**config.mk**
```make
export PLATFORM = sky130hd
export DESIGN_NAME = pcs_sequencer
export DESIGN_NICKNAME = d
export VERILOG_FILES = /design/src/logic/pcs_pkg.sv /design/src/logic/pcs_sequencer.sv
export SDC_FILE = /design/constraint.sdc
export NUM_CORES = 1
export LEC_CHECK = 0
export BUFFER_PORTS_ARGS = -buffer_cell sky130_fd_sc_hd__buf_2
export CAP_MARGIN = 20
export CORE_MARGIN = 3
export CORE_UTILIZATION = 50
export CTS_BUF_LIST = sky130_fd_sc_hd__clkbuf_4 sky130_fd_sc_hd__clkbuf_8 sky130_fd_sc_hd__clkbuf_16
export DETAILED_ROUTE_END_ITERATION = 7
export PLACE_DENSITY_LB_ADDON = 0.25
export SYNTH_ARGS = -nofsm -noshare
export SYNTH_HDL_FRONTEND = slang
export SYNTH_SLANG_ARGS = --single-unit
```
**constraint.sdc**
```tcl
create_clock -name clock_i -period 4.15 [get_ports clock_i]
set_input_delay 0.415 -clock clock_i [delete_from_list [all_inputs] [get_ports clock_i]]
set_output_delay 0.415 -clock clock_i [all_outputs]
set_load 0.01 [all_outputs]
```
**src/logic/pcs_pkg.sv**
```systemverilog
/*
  pcs_pkg: constants and types for the program counter sequencer.
  assumes one 40 MHz core clock and a synchronous active-low reset.
*/
`default_nettype none
package pcs_pkg;
  localparam int PCS_PC_W = 17;
  localparam int PCS_RAM_AW = 16;
  localparam int PCS_RAM_DW = 9;
  localparam logic [16:0] PCS_RESET_PC = 17'h00000;
  localparam logic PCS_RESET_BANK = 1'b0;
  localparam logic [16:0] PCS_VEC_BASE = 17'h00003;
  localparam logic [16:0] PCS_VEC_STEP = 17'h00008;
  localparam int PCS_VEC_COUNT = 10;
  localparam logic [16:0] PCS_VEC_LAST = 17'h0004b;
  localparam logic [15:0] PCS_ACC_ADDR = 16'hfe00;
  localparam logic [7:0] PCS_ACC_RESET = 8'h00;
  localparam logic [15:0] PCS_SFR_BASE = 16'hfe00;
  localparam logic [15:0] PCS_IREG_TOP = 16'h007f;
  localparam logic [16:0] PCS_OPTION_BASE = 17'h1ff00;
  localparam int PCS_STATUS_RAMBIT = 1;

  typedef enum logic [3:0] {
    PCS_OP_SEQ = 4'h0,
    PCS_OP_JUMP = 4'h1,
    PCS_OP_CALL = 4'h2,
    PCS_OP_RELBR = 4'h3,
    PCS_OP_RELCALL = 4'h4,
    PCS_OP_ACCCALL = 4'h5,
    PCS_OP_BCOND = 4'h6,
    PCS_OP_SUBRTN = 4'h7,
    PCS_OP_IRQRTN = 4'h8
  } pcs_op_t;

  typedef enum logic [5:0] {
    PCS_ST_IDLE = 6'b000001,
    PCS_ST_PUSH1 = 6'b000010,
    PCS_ST_PUSH2 = 6'b000100,
    PCS_ST_POP1 = 6'b001000,
    PCS_ST_POP2 = 6'b010000,
    PCS_ST_POPW = 6'b100000
  } pcs_state_t;

  typedef struct packed {
    pcs_op_t op;
    logic [2:0] len;
    logic [16:0] target;
    logic [11:0] off12;
    logic [7:0] off8;
    logic taken;
  } pcs_instr_t;

  typedef struct packed {
    logic [15:0] addr;
    logic [8:0] wdata;
    logic we;
    logic re;
  } pcs_ram_req_t;
endpackage
`default_nettype wire

```
**src/logic/pcs_sequencer.sv**
```systemverilog
/*
  pcs_sequencer: program counter, bank flag, stack save and restore,
  accumulator and status ninth-bit path, table look-up address forming.
  assumes stack RAM answers a read in the next cycle and that the
  decoder only issues an instruction while ready_o is high.
*/
`default_nettype none
// Function
// - counter is 17 bits plus a one-bit bank selector
// - low 17 bits address the selected bank linearly, no paging
// - ordinary instructions add their byte length, bank kept
// - reset loads address zero and clears the bank
// - interrupt loads vector 3 plus 8 per group, bank forced 0
// - absolute jump and call load 17-bit target, bank kept
// - relative branch adds 2 plus offset; acc call adds 1 plus acc
// - taken conditional branch adds length plus signed 8-bit offset
// - return: high 9 bits from top word, low byte and bank below
// - call saves bank and low byte at sp+1, high bits at sp+2
// - table look-up reaches any byte of the current bank
// - lower RAM is 9 bits wide, special area 8 or 9 bits
// - ninth RAM bit passes through status bit 1
// - first 128 RAM bytes pair into 64 indirect registers
// - table look-up treats indirect register as 17 bits
// - accumulator sits at special-area base, reset to zero
// - return decrements stack pointer after each restored word
module pcs_sequencer (
  // clock and reset
  input wire logic clock_i,
  input wire logic rst_n_i,
  // instruction from decoder
  input wire logic instr_valid_i,
  input wire pcs_pkg::pcs_instr_t instr_i,
  output logic ready_o,
  // interrupt request
  input wire logic irq_valid_i,
  input wire logic [3:0] irq_group_i,
  output logic irq_ack_o,
  // stack pointer load from core
  input wire logic sp_load_i,
  input wire logic [15:0] sp_value_i,
  // table look-up address request
  input wire logic [5:0] lookup_reg_i,
  input wire logic lookup_req_i,
  output logic [17:0] lookup_addr_o,
  // stack RAM port
  output pcs_pkg::pcs_ram_req_t ram_o,
  input wire logic [8:0] ram_rdata_i,
  // register port
  input wire logic [15:0] reg_addr_i,
  input wire logic [8:0] reg_wdata_i,
  input wire logic reg_we_i,
  input wire logic reg_re_i,
  output logic [8:0] reg_rdata_o,
  // status ninth bit
  input wire logic ram_bit8_i,
  output logic status_rambit_o,
  // program counter
  output logic [16:0] pc_o,
  output logic bank_o,
  output logic [15:0] sp_o
);
  import pcs_pkg::*;

  pcs_state_t st_q, st_d;
  logic [16:0] pc_q, pc_d, sav_pc_q, sav_pc_d;
  logic bank_q, bank_d, sav_bank_q, sav_bank_d;
  logic [15:0] sp_q, sp_d;
  logic [8:0] hi_q, hi_d;
  pcs_ram_req_t ram_q, ram_d;
  logic ready_q, ready_d, ack_q, ack_d;
  logic [7:0] acc_q, acc_d;
  logic rambit_q, rambit_d;
  logic [8:0] rd_q, rd_d;
  logic [17:0] lk_q, lk_d;
  logic [7:0] ilo_q, ilo_d;
  logic [8:0] ihi_q, ihi_d;
  logic [16:0] vec [PCS_VEC_COUNT];

  genvar g;
  generate
    for (g = 0; g < PCS_VEC_COUNT; g++) begin : gen_vec
      assign vec[g] = PCS_VEC_BASE + 17'(g) * PCS_VEC_STEP;
    end
  endgenerate

  always_comb begin
    st_d = st_q;
    pc_d = pc_q;
    bank_d = bank_q;
    sp_d = sp_q;
    hi_d = hi_q;
    sav_pc_d = sav_pc_q;
    sav_bank_d = sav_bank_q;
    ram_d = '0;
    ready_d = ready_q;
    ack_d = 1'b0;
    if (sp_load_i) begin
      sp_d = sp_value_i;
    end
    case (st_q)
      PCS_ST_IDLE: begin
        if (irq_valid_i && ready_q &&
            irq_group_i < 4'(PCS_VEC_COUNT)) begin
          sav_pc_d = pc_q;
          sav_bank_d = bank_q;
          pc_d = vec[irq_group_i];
          bank_d = 1'b0;
          ack_d = 1'b1;
          ready_d = 1'b0;
          st_d = PCS_ST_PUSH1;
        end else if (instr_valid_i && ready_q) begin
          case (instr_i.op)
            PCS_OP_JUMP: pc_d = instr_i.target;
            PCS_OP_CALL: begin
              sav_pc_d = pc_q + 17'(instr_i.len);
              sav_bank_d = bank_q;
              pc_d = instr_i.target;
              ready_d = 1'b0;
              st_d = PCS_ST_PUSH1;
            end
            PCS_OP_RELBR: pc_d = pc_q + 17'd2 +
                17'(signed'(instr_i.off12));
            PCS_OP_RELCALL: begin
              sav_pc_d = pc_q + 17'd2;
              sav_bank_d = bank_q;
              pc_d = pc_q + 17'd2 + 17'(signed'(instr_i.off12));
              ready_d = 1'b0;
              st_d = PCS_ST_PUSH1;
            end
            PCS_OP_ACCCALL: begin
              sav_pc_d = pc_q + 17'd1;
              sav_bank_d = bank_q;
              pc_d = pc_q + 17'd1 + {9'h000, acc_q};
              ready_d = 1'b0;
              st_d = PCS_ST_PUSH1;
            end
            PCS_OP_BCOND: begin
              pc_d = pc_q + 17'(instr_i.len);
              if (instr_i.taken) begin
                pc_d = pc_q + 17'(instr_i.len) +
                    17'(signed'(instr_i.off8));
              end
            end
            PCS_OP_SUBRTN, PCS_OP_IRQRTN: begin
              ram_d.addr = sp_q;
              ram_d.re = 1'b1;
              ready_d = 1'b0;
              st_d = PCS_ST_POP1;
            end
            default: pc_d = pc_q + 17'(instr_i.len);
          endcase
        end
      end
      PCS_ST_PUSH1: begin
        // bank and low byte at sp+1
        ram_d.addr = sp_q + 16'd1;
        ram_d.wdata = {sav_bank_q, sav_pc_q[7:0]};
        ram_d.we = 1'b1;
        st_d = PCS_ST_PUSH2;
      end
      PCS_ST_PUSH2: begin
        // high 9 bits at sp+2, then sp+2
        ram_d.addr = sp_q + 16'd2;
        ram_d.wdata = sav_pc_q[16:8];
        ram_d.we = 1'b1;
        sp_d = sp_q + 16'd2;
        ready_d = 1'b1;
        st_d = PCS_ST_IDLE;
      end
      PCS_ST_POP1: begin
        sp_d = sp_q - 16'd1;
        ram_d.addr = sp_q - 16'd1;
        ram_d.re = 1'b1;
        st_d = PCS_ST_POP2;
      end
      PCS_ST_POP2: begin
        hi_d = ram_rdata_i;
        st_d = PCS_ST_POPW;
      end
      PCS_ST_POPW: begin
        pc_d = {hi_q, ram_rdata_i[7:0]};
        bank_d = ram_rdata_i[8];
        sp_d = sp_q - 16'd1;
        ready_d = 1'b1;
        st_d = PCS_ST_IDLE;
      end
      default: begin
        st_d = PCS_ST_IDLE;
        ready_d = 1'b1;
      end
    endcase
  end

  // register port, accumulator and ninth bit
  always_comb begin
    acc_d = acc_q;
    rambit_d = ram_bit8_i;
    rd_d = 9'h000;
    if (reg_we_i && reg_addr_i == PCS_ACC_ADDR) begin
      acc_d = reg_wdata_i[7:0];
    end
    // lower region 9 bits, special area 8
    if (reg_we_i && reg_addr_i < PCS_SFR_BASE) begin
      rambit_d = reg_wdata_i[8];
    end
    if (reg_re_i) begin
      if (reg_addr_i == PCS_ACC_ADDR) begin
        rd_d = {1'b0, acc_q};
      end else if (reg_addr_i == 16'hfe0a) begin
        rd_d = {1'b0, sp_q[7:0]};
      end else if (reg_addr_i == 16'hfe0b) begin
        rd_d = {1'b0, sp_q[15:8]};
      end
    end
  end

  // indirect register pair as 17-bit look-up address
  always_comb begin
    ilo_d = ilo_q;
    ihi_d = ihi_q;
    lk_d = lk_q;
    if (reg_we_i && reg_addr_i <= PCS_IREG_TOP) begin
      if (reg_addr_i[6:1] == lookup_reg_i) begin
        if (reg_addr_i[0]) begin
          ihi_d = reg_wdata_i;
        end else begin
          ilo_d = reg_wdata_i[7:0];
        end
      end
    end
    if (lookup_req_i) begin
      lk_d = {bank_q, ihi_q, ilo_q};
    end
  end

  always_ff @(posedge clock_i) begin
    if (!rst_n_i) begin
      st_q <= PCS_ST_IDLE;
      pc_q <= PCS_RESET_PC;
      bank_q <= PCS_RESET_BANK;
      sp_q <= 16'h0000;
      hi_q <= 9'h000;
      sav_pc_q <= 17'h00000;
      sav_bank_q <= 1'b0;
      ram_q <= '0;
      ready_q <= 1'b1;
      ack_q <= 1'b0;
      acc_q <= PCS_ACC_RESET;
      rambit_q <= 1'b0;
      rd_q <= 9'h000;
      lk_q <= 18'h00000;
      ilo_q <= 8'h00;
      ihi_q <= 9'h000;
    end else begin
      st_q <= st_d;
      pc_q <= pc_d;
      bank_q <= bank_d;
      sp_q <= sp_d;
      hi_q <= hi_d;
      sav_pc_q <= sav_pc_d;
      sav_bank_q <= sav_bank_d;
      ram_q <= ram_d;
      ready_q <= ready_d;
      ack_q <= ack_d;
      acc_q <= acc_d;
      rambit_q <= rambit_d;
      rd_q <= rd_d;
      lk_q <= lk_d;
      ilo_q <= ilo_d;
      ihi_q <= ihi_d;
    end
  end

  assign pc_o = pc_q;
  assign bank_o = bank_q;
  assign sp_o = sp_q;
  assign ready_o = ready_q;
  assign irq_ack_o = ack_q;
  assign ram_o = ram_q;
  assign reg_rdata_o = rd_q;
  // ninth bit as status bit 1
  assign status_rambit_o = rambit_q;
  assign lookup_addr_o = lk_q;
endmodule
`default_nettype wire

```
==> results of run 1 <==
-- worst max-delay path, cell delays in order, from the launching register on --
cell and delay (ns):
dfxtp_1 0.54, ha_1 0.32, and3_1 0.20, nand3_1 0.21
nor2_1 0.20, xor2_1 0.29, ha_1 0.34, a21o_1 0.18
a21o_1 0.17, a21oi_1 0.12, o21ai_0 0.23, a221oi_1 0.39
xnor2_1 0.12, a221oi_1 0.33, a21oi_1 0.10
-- area by class of cell --
cell class	instances	area, um^2	share of cell area (%)
multi-input cells	1146	7450	58.3
flip-flops and latches	148	2960	23.2
repair buffers	243	1330	10.4
clock buffers	18	433	3.39
well taps	275	344	2.69
clock inverters	14	138	1.08
inverters	35	131	1.03
-- flip-flops by register name (all words and copies together), names as in the netlist, 9 cells and up --
register,cells
sav_pc_q,17
sp_o,16
pc_o,17
ram_o,27
ihi_q,9
hi_q,9
lookup_addr_o,18
-- synth_stat cells, types with 14 or more instances --
cell	count	area share, %
ha_1	51	5.8
nand3_1	43	2.0
a21oi_1	98	4.5
inv_1	33	1.1
buf_2	16	0.73
a22oi_1	26	1.8
nand2_1	145	5.0
a31oi_1	14	0.80
a221oi_1	21	1.7
xor2_1	35	2.8
dfxtp_1	148	27
mux2i_1	54	4.9
o21ai_0	98	4.5
nor3_1	39	1.8
xnor2_1	62	5.0
o211ai_1	18	1.2
a211oi_1	25	1.7
clkbuf_1	60	2.1
o221ai_1	15	1.2
nor2_1	184	6.3
-- where the power goes --
part / switching, mW / internal [mW] / total, mW / leakage [nW]
sequential: 0.240 / 1.58 / 1.82 / 1.20
combinational: 1.81 / 1.18 / 2.99 / 4.00
clock: 0.696 / 0.802 / 1.50 / 0.276
total: 2.74 / 3.56 / 6.30 / 5.48
-- per-layer routing --
| layer | track usage [%] | routed length [um] | vias up | part of all wire, % |
|---|---|---|---|---|
| met3 | 5.57 | 3310 | 77 | 8.7 |
| met4 | 11.3 | 1310 | 0 | 3.4 |
| met2 | 50.2 | 17400 | 605 | 45 |
| li1 | - | - | 5525 | - |
| met1 | 41.8 | 16200 | 5393 | 42 |
| met5 | 0 | 0 | - | 0 |
-- worst paths after layout --
kind / from / to / cells after the start
min: ram_bit8_i / status_rambit_o / 3
max: pc_o[2] / pc_o[16] / 14
max reg2reg: pc_o[2] / pc_o[16] / 14
min reg2reg: sav_pc_q[4] / sav_pc_q[4] / 2
-- cells by family (layout without fill, tap and decap cells) --
logic type,Yosys count,in the layout,share of synthesized area (%)
AOI/OAI and AO/OA,407,407,24.5
muxes,61,61,5.66
and+or+nand+nor,525,525,23.4
DFF,148,148,27.1
other,1,1,0.0343
xor gates and xnor gates,97,97,7.76
buffers and inverters,128,310,5.05
adders and majority gates,55,55,6.56
-- per-stage QoR --
stage,setup slack [ns],hold WS (ns),util [%],instances
final,0.300,0.223,60.1,1879
after global routing,0.133,0.215,60.1,1879
after CTS,0.383,0.207,60.1,1879
after detailed placement,0.400,0.450,57.4,1847
after global placement,0.520,0.444,57.4,1847
after floorplan,0.838,0.432,-,1422
==> flow_metrics.py, run 1 <==
metrics = {
    "worst_setup_path": {
        "timing.critical_path.from_type": "flop",
        "setup.worst_path.end_class": "flop",
        "reg2reg_setup_slack_ns": 0.30,
        "critical_path_at_ns": 4.16,
        "critical_path.max_fanout": 9,
        "cp.required_ns": 4.46,
        "crit_type": "reg -> reg",
    },
    "route": {
        "wl_um": 38200,
        "viasPerCell": 6.17,
        "drc": 0,
        "dr_total_vias": 11600,
        "firstDrtPassIters": 6,
        "wl_per_cell_um": 20.3,
        "number_of_antenna_violating_nets_in_the_routed_design": 0,
        "initialDrtViolationCount": 1170,
    },
    "sta": {
        "final_hold_viol_count": 0,
        "timing.clock.skew_ns": 0.0171,
        "rsz_0062_raised_after_global_routing": "false",
        "max_freq_ghz": 0.260,
        "finalCritPeriodShare_pct": 92.8,
        "period_needed_ns": 3.85,
        "slew-limit-headroom_pct": 27.5,
        "timing_max_transition_violations_final": 0,
        "fin_tns_setup_ns": 0,
        "tightestPinTransition_ns": 1.08,
        "setup_viol_count_final": 0,
    },
    "flow_run": {
        "timing.max_cap.violations": 0,
    },
    "placement": {
        "dpl.hpwl_um": 29100,
        "post_dp_cell_area_um2": 12200,
        "gp_congestion": 0.975,
        "portBuffers": 203,
    },
    "global_routing": {
        "grt_max_degree": 55,
        "grt-ovfl-total": 0,
        "first_global_vias": 10723,
        "globalRouteTotalUtil_pct": 31.1,
        "grt_pass1_wl_um": 59400,
        "grt_antenna_before_repair": 1,
    },
    "clock_network": {
        "cts.reportedPaths.clkPinSlew_ns": 0.07,
        "cts_repair_resize_count": 0,
        "ctsLongestPathBuffers": 2,
        "clk_latency_ns": 0.44,
        "cts-buffers-inserted": 17,
        "htree_levels": 4,
        "cts.repair_timing.setup_buffer_count": 0,
        "tritoncts": "yes",
        "clock_tree.root_cell": "clkbuf_16",
        "cts_hold_repair.buffers": 0,
        "clock-sinks": 148,
    },
    "floorplan": {
        "starting_density_of_the_core_pct": 51.4,
        "pin_count": 205,
        "die_width_um": 154,
        "fp.dieArea_um2": 23700,
        "std_cell_rows": 53,
        "die_height_um": 154,
        "core_um2": 21300,
    },
    "logic_synthesis": {
        "synthesized_area_um2": 10900,
        "syn_avg_cell_area_um2": 7.70,
        "postSynthCellCount": 1422,
        "syn-num-nets": 1591,
        "synth_cell_types": 81,
        "yosys_register_bits": 148,
        "synth_edf_count": 0,
        "postSynth.asyncResetShare_pct": 0,
        "seq_area_frac_synth_pct": 27.1,
        "ys.warnings.count": 0,
        "postSynth.topFlopCell": "dfxtp_1",
    },
    "final_layout": {
        "antennaDiodeCount": 0,
        "area_growth_pct": 16.8,
        "finish.instance_area_um2": 12800,
        "most_frequent_standard_cell_in_the_layout_excluding_fill_and_tap_cells": "buf_2",
        "layout-drive-gt1-share_pct": 19.7,
        "final_nets": 1760,
        "layout_common_cells": "203 x buf_2, 184 x nor2_1, 148 x dfxtp_1",
        "layout.filler_cells": 2002,
    },
    "pwr": {
        "maximum_vdd_ir_drop_mv": 0.315,
        "p_per_area_nw_per_um2": 493,
        "power.leakage_nw": 5.48,
        "total_power_mw": 6.30,
    },
    "outcome": {
        "outcome": "completed",
    },
    "worst_hold_path": {
        "worst_hold_path_type": "in -> reg",
    },
}
No activity file was read; power rests on OpenSTA's default activity.
==> inputs of run 2 (changes only) <==
--- a/config.mk
+++ b/config.mk
@@ -5,13 +5,16 @@
 export SDC_FILE = /design/constraint.sdc
 export NUM_CORES = 1
 export LEC_CHECK = 0
+export ABC_AREA = 1
 export BUFFER_PORTS_ARGS = -buffer_cell sky130_fd_sc_hd__buf_2
 export CAP_MARGIN = 20
 export CORE_MARGIN = 3
 export CORE_UTILIZATION = 50
 export CTS_BUF_LIST = sky130_fd_sc_hd__clkbuf_4 sky130_fd_sc_hd__clkbuf_8 sky130_fd_sc_hd__clkbuf_16
 export DETAILED_ROUTE_END_ITERATION = 7
+export GPL_TIMING_DRIVEN = 0
 export PLACE_DENSITY_LB_ADDON = 0.25
+export SETUP_SLACK_MARGIN = 0.1
 export SYNTH_ARGS = -nofsm -noshare
 export SYNTH_HDL_FRONTEND = slang
 export SYNTH_SLANG_ARGS = --single-unit
==> run 2 against run 1 <==
Clock power increased by 4%. Clock skew is 0.011 ns lower. Die area up 2.6%. First-iteration DRC count is 35% higher. Maximum frequency is 1.5% lower. Setup slack got worse by 0.057 ns. Cell count grew 21%. Hold slack got worse by 0.0019 ns. Sequential cell count did not move. Critical path type unchanged. Largest cell class unchanged.
==> flow_metrics.py, run 2 <==
metrics = {
    "global_routing": {
        "globalRouteTotalUtil_pct": 35.3,
        "first_global_vias": 11940,
        "grt_antenna_before_repair": 1,
        "grt_pass1_wl_um": 66900,
        "grt_max_degree": 19,
        "grt-ovfl-total": 0,
    },
    "clock_network": {
        "cts.repair_timing.setup_buffer_count": 0,
        "cts_hold_repair.buffers": 0,
        "clock_tree.root_cell": "clkbuf_16",
        "clk_latency_ns": 0.44,
        "cts-buffers-inserted": 17,
        "clock-sinks": 148,
        "tritoncts": "yes",
        "cts.reportedPaths.clkPinSlew_ns": 0.07,
        "htree_levels": 4,
        "ctsLongestPathBuffers": 2,
    },
    "pwr": {
        "power.leakage_nw": 6.38,
        "p_per_area_nw_per_um2": 446,
        "maximum_vdd_ir_drop_mv": 0.426,
        "total_power_mw": 5.93,
    },
    "logic_synthesis": {
        "synth_top_area_share_pct": 26.3,
        "synth_cell_types": 60,
        "synthesized_area_um2": 11200,
        "synth_top_family_by_area": "simple AND/OR/NAND/NOR gates",
        "syn-num-nets": 1938,
        "post_synthesis_adder_cell_area_fraction_pct": 6.39,
        "synth_edf_count": 0,
        "yosys.cell_count.top_type": "nand2_1",
        "synth_area_in_compound_gates_pct": 22.6,
        "basic_gate_share_of_the_synthesized_area_counting_and_or_nand_and_nor_cells_pct": 30.7,
        "seq_area_frac_synth_pct": 26.3,
        "postSynth.topFlopCell": "dfxtp_1",
        "yosys_register_bits": 148,
        "syn_avg_cell_area_um2": 6.36,
        "synth_mux_area_share_pct": 0,
        "synth_xor_area_share_pct": 3.97,
        "synth_area_leader_cell": "dfxtp_1",
        "netlist_top_cells_area": "dfxtp_1 26%, nand2_1 13%, o21ai_0 7.7%, a21oi_1 7.5%, nor2_1 6.9%",
        "ys.warnings.count": 0,
        "postSynth.asyncResetShare_pct": 0,
        "synth_commonest_cells": "379 x nand2_1, 208 x nor2_1, 190 x inv_1, 174 x o21ai_0, 169 x a21oi_1",
        "postSynthCellCount": 1769,
    },
    "route": {
        "wl_per_cell_um": 19.6,
        "viasPerCell": 5.85,
        "dr_total_vias": 13358,
        "firstDrtPassIters": 6,
        "number_of_antenna_violating_nets_in_the_routed_design": 0,
        "drc": 0,
        "initialDrtViolationCount": 1578,
        "wl_um": 44800,
    },
    "floorplan": {
        "std_cell_rows": 54,
        "core_um2": 22000,
        "die_width_um": 156,
        "fp.dieArea_um2": 24300,
        "pin_count": 205,
        "starting_density_of_the_core_pct": 51.2,
        "die_height_um": 156,
    },
    "sta": {
        "timing_max_transition_violations_final": 0,
        "final_hold_viol_count": 0,
        "timing.clock.skew_ns": 0.00622,
        "slew-limit-headroom_pct": 34.0,
        "max_freq_ghz": 0.256,
        "rsz_0062_raised_after_global_routing": "false",
        "tightestPinTransition_ns": 0.980,
        "period_needed_ns": 3.91,
        "setup_viol_count_final": 0,
        "finalCritPeriodShare_pct": 94.1,
        "fin_tns_setup_ns": 0,
    },
    "final_layout": {
        "layout.filler_cells": 2190,
        "most_frequent_standard_cell_in_the_layout_excluding_fill_and_tap_cells": "nand2_1",
        "antennaDiodeCount": 0,
        "area_growth_pct": 18.3,
        "layout.area.seq_um2": 2970,
        "layoutNonFillerInstCount": 2282,
        "largest_reg_flops": 27,
        "final_nets": 2158,
        "multi_input_area_um2": 7250,
        "layout-drive-gt1-share_pct": 16.3,
        "layout_common_cells": "379 x nand2_1, 215 x buf_2, 207 x nor2_1",
    },
    "worst_setup_path": {
        "critical_path_at_ns": 4.21,
        "critical_path.max_fanout": 10,
        "worst-path-buf-inv": 3,
        "critical_path.slowest_cell": "dfxtp_2",
        "setup.worst_path.end_class": "flop",
        "cp.required_ns": 4.46,
        "path_delay_family": "compound AO/OA/AOI/OAI gates",
        "timing.critical_path.from_type": "flop",
        "crit_type": "reg -> reg",
        "largest_stage_delay_on_the_critical_path_ns": 0.53,
        "crit_path_cell_trace": "ha_1 -> inv_1 -> nor2_4 -> inv_1 -> nor2_2 -> xor2_1 -> nand2_1 -> o21ai_1 -> ha_1 -> nand2_1 -> inv_1 -> a21oi_1 -> nand2_1 -> nand3_1 -> o21ai_0 -> a21oi_1 -> o21ai_0 -> o21ai_1 -> a21oi_1",
    },
    "worst_hold_path": {
        "worst_hold_path_type": "in -> reg",
    },
    "placement": {
        "dpl.hpwl_um": 35900,
        "portBuffers": 201,
        "gp_congestion": 1.01,
        "dp_cells": 2250,
    },
    "outcome": {
        "outcome": "completed",
    },
    "flow_run": {
        "timing.max_cap.violations": 0,
    },
}
## run 2: cell count changes after synthesis, sizes merged, moves of 54 or more
cell,previous run,this run
inv,34,200
nand3,44,99
a21oi,98,171
mux2i,54,0
o21ai,98,184
nand2,148,389
## run 2: timing repair
item	CTS	global route
setup endpoints to repair	7	10
pin swaps	0	0
gates resized for setup	4	11
## run 2: stage by stage
stage                     cell area, um^2  util (%)  hold slack [ns]  setup slack, ns
after global routing                13300      60.6            0.251            0.142
after floorplan                     11200         -            0.437             1.19
after CTS                           13200      60.2            0.221            0.133
after global placement              12600      57.4            0.454           -0.215
final                               13300      60.6            0.221            0.243
after detailed placement            12600      57.4            0.456           -0.235
## run 2: final cells by class
cell class	count	share of cell area, %
Clock buffer	17	3.20
Multi-Input combinational cell	1350	54.5
Clock inverter	15	1.35
Buffer	65	2.61
Tap cell	280	2.63
Sequential cell	148	22.3
Inverter	206	5.81
Timing Repair Buffer	201	7.56
## run 2: cell families (layout without fill, tap and decap cells)
family,Yosys count,in the layout
AO/OA/AOI/OAI,453,453
XOR/XNOR,51,51
adder cells (fa/ha/maj),55,55
buffers and inverters,271,504
flip-flops,148,148
other,1,1
AND/OR/NAND/NOR,790,790
## run 2: where the power goes
group	internal [mW]	leakage [nW]	switching, mW
sequential	1.54	1.21	0.161
combinational	0.867	4.88	1.81
clock	0.815	0.292	0.742
total	3.22	6.38	2.71
## run 2: worst paths after layout
check	endpoint	cells past startpoint	start	slack, ns
max reg2reg	pc_o[10]	19	pc_o[1]	0.24
min	hi_q[8]	3	ram_rdata_i[8]	0.22
min reg2reg	ram_o[4]	2	sav_pc_q[2]	0.47
max	pc_o[10]	19	pc_o[1]	0.24
## run 2: per-layer routing
layer | vias to the layer above | GRT usage [%] | part of all wire (%)
met1 | 6184 | 50.6 | 43
met4 | 2 | 11.3 | 3.0
met3 | 108 | 4.74 | 10
met2 | 714 | 54.9 | 44
li1 | 6350 | - | -
met5 | - | 0 | 0.029
## run 2: worst min-delay path, stage by stage
cell and delay, ns:
buf_2 0.09, nor2_1 0.04, nor2_1 0.08
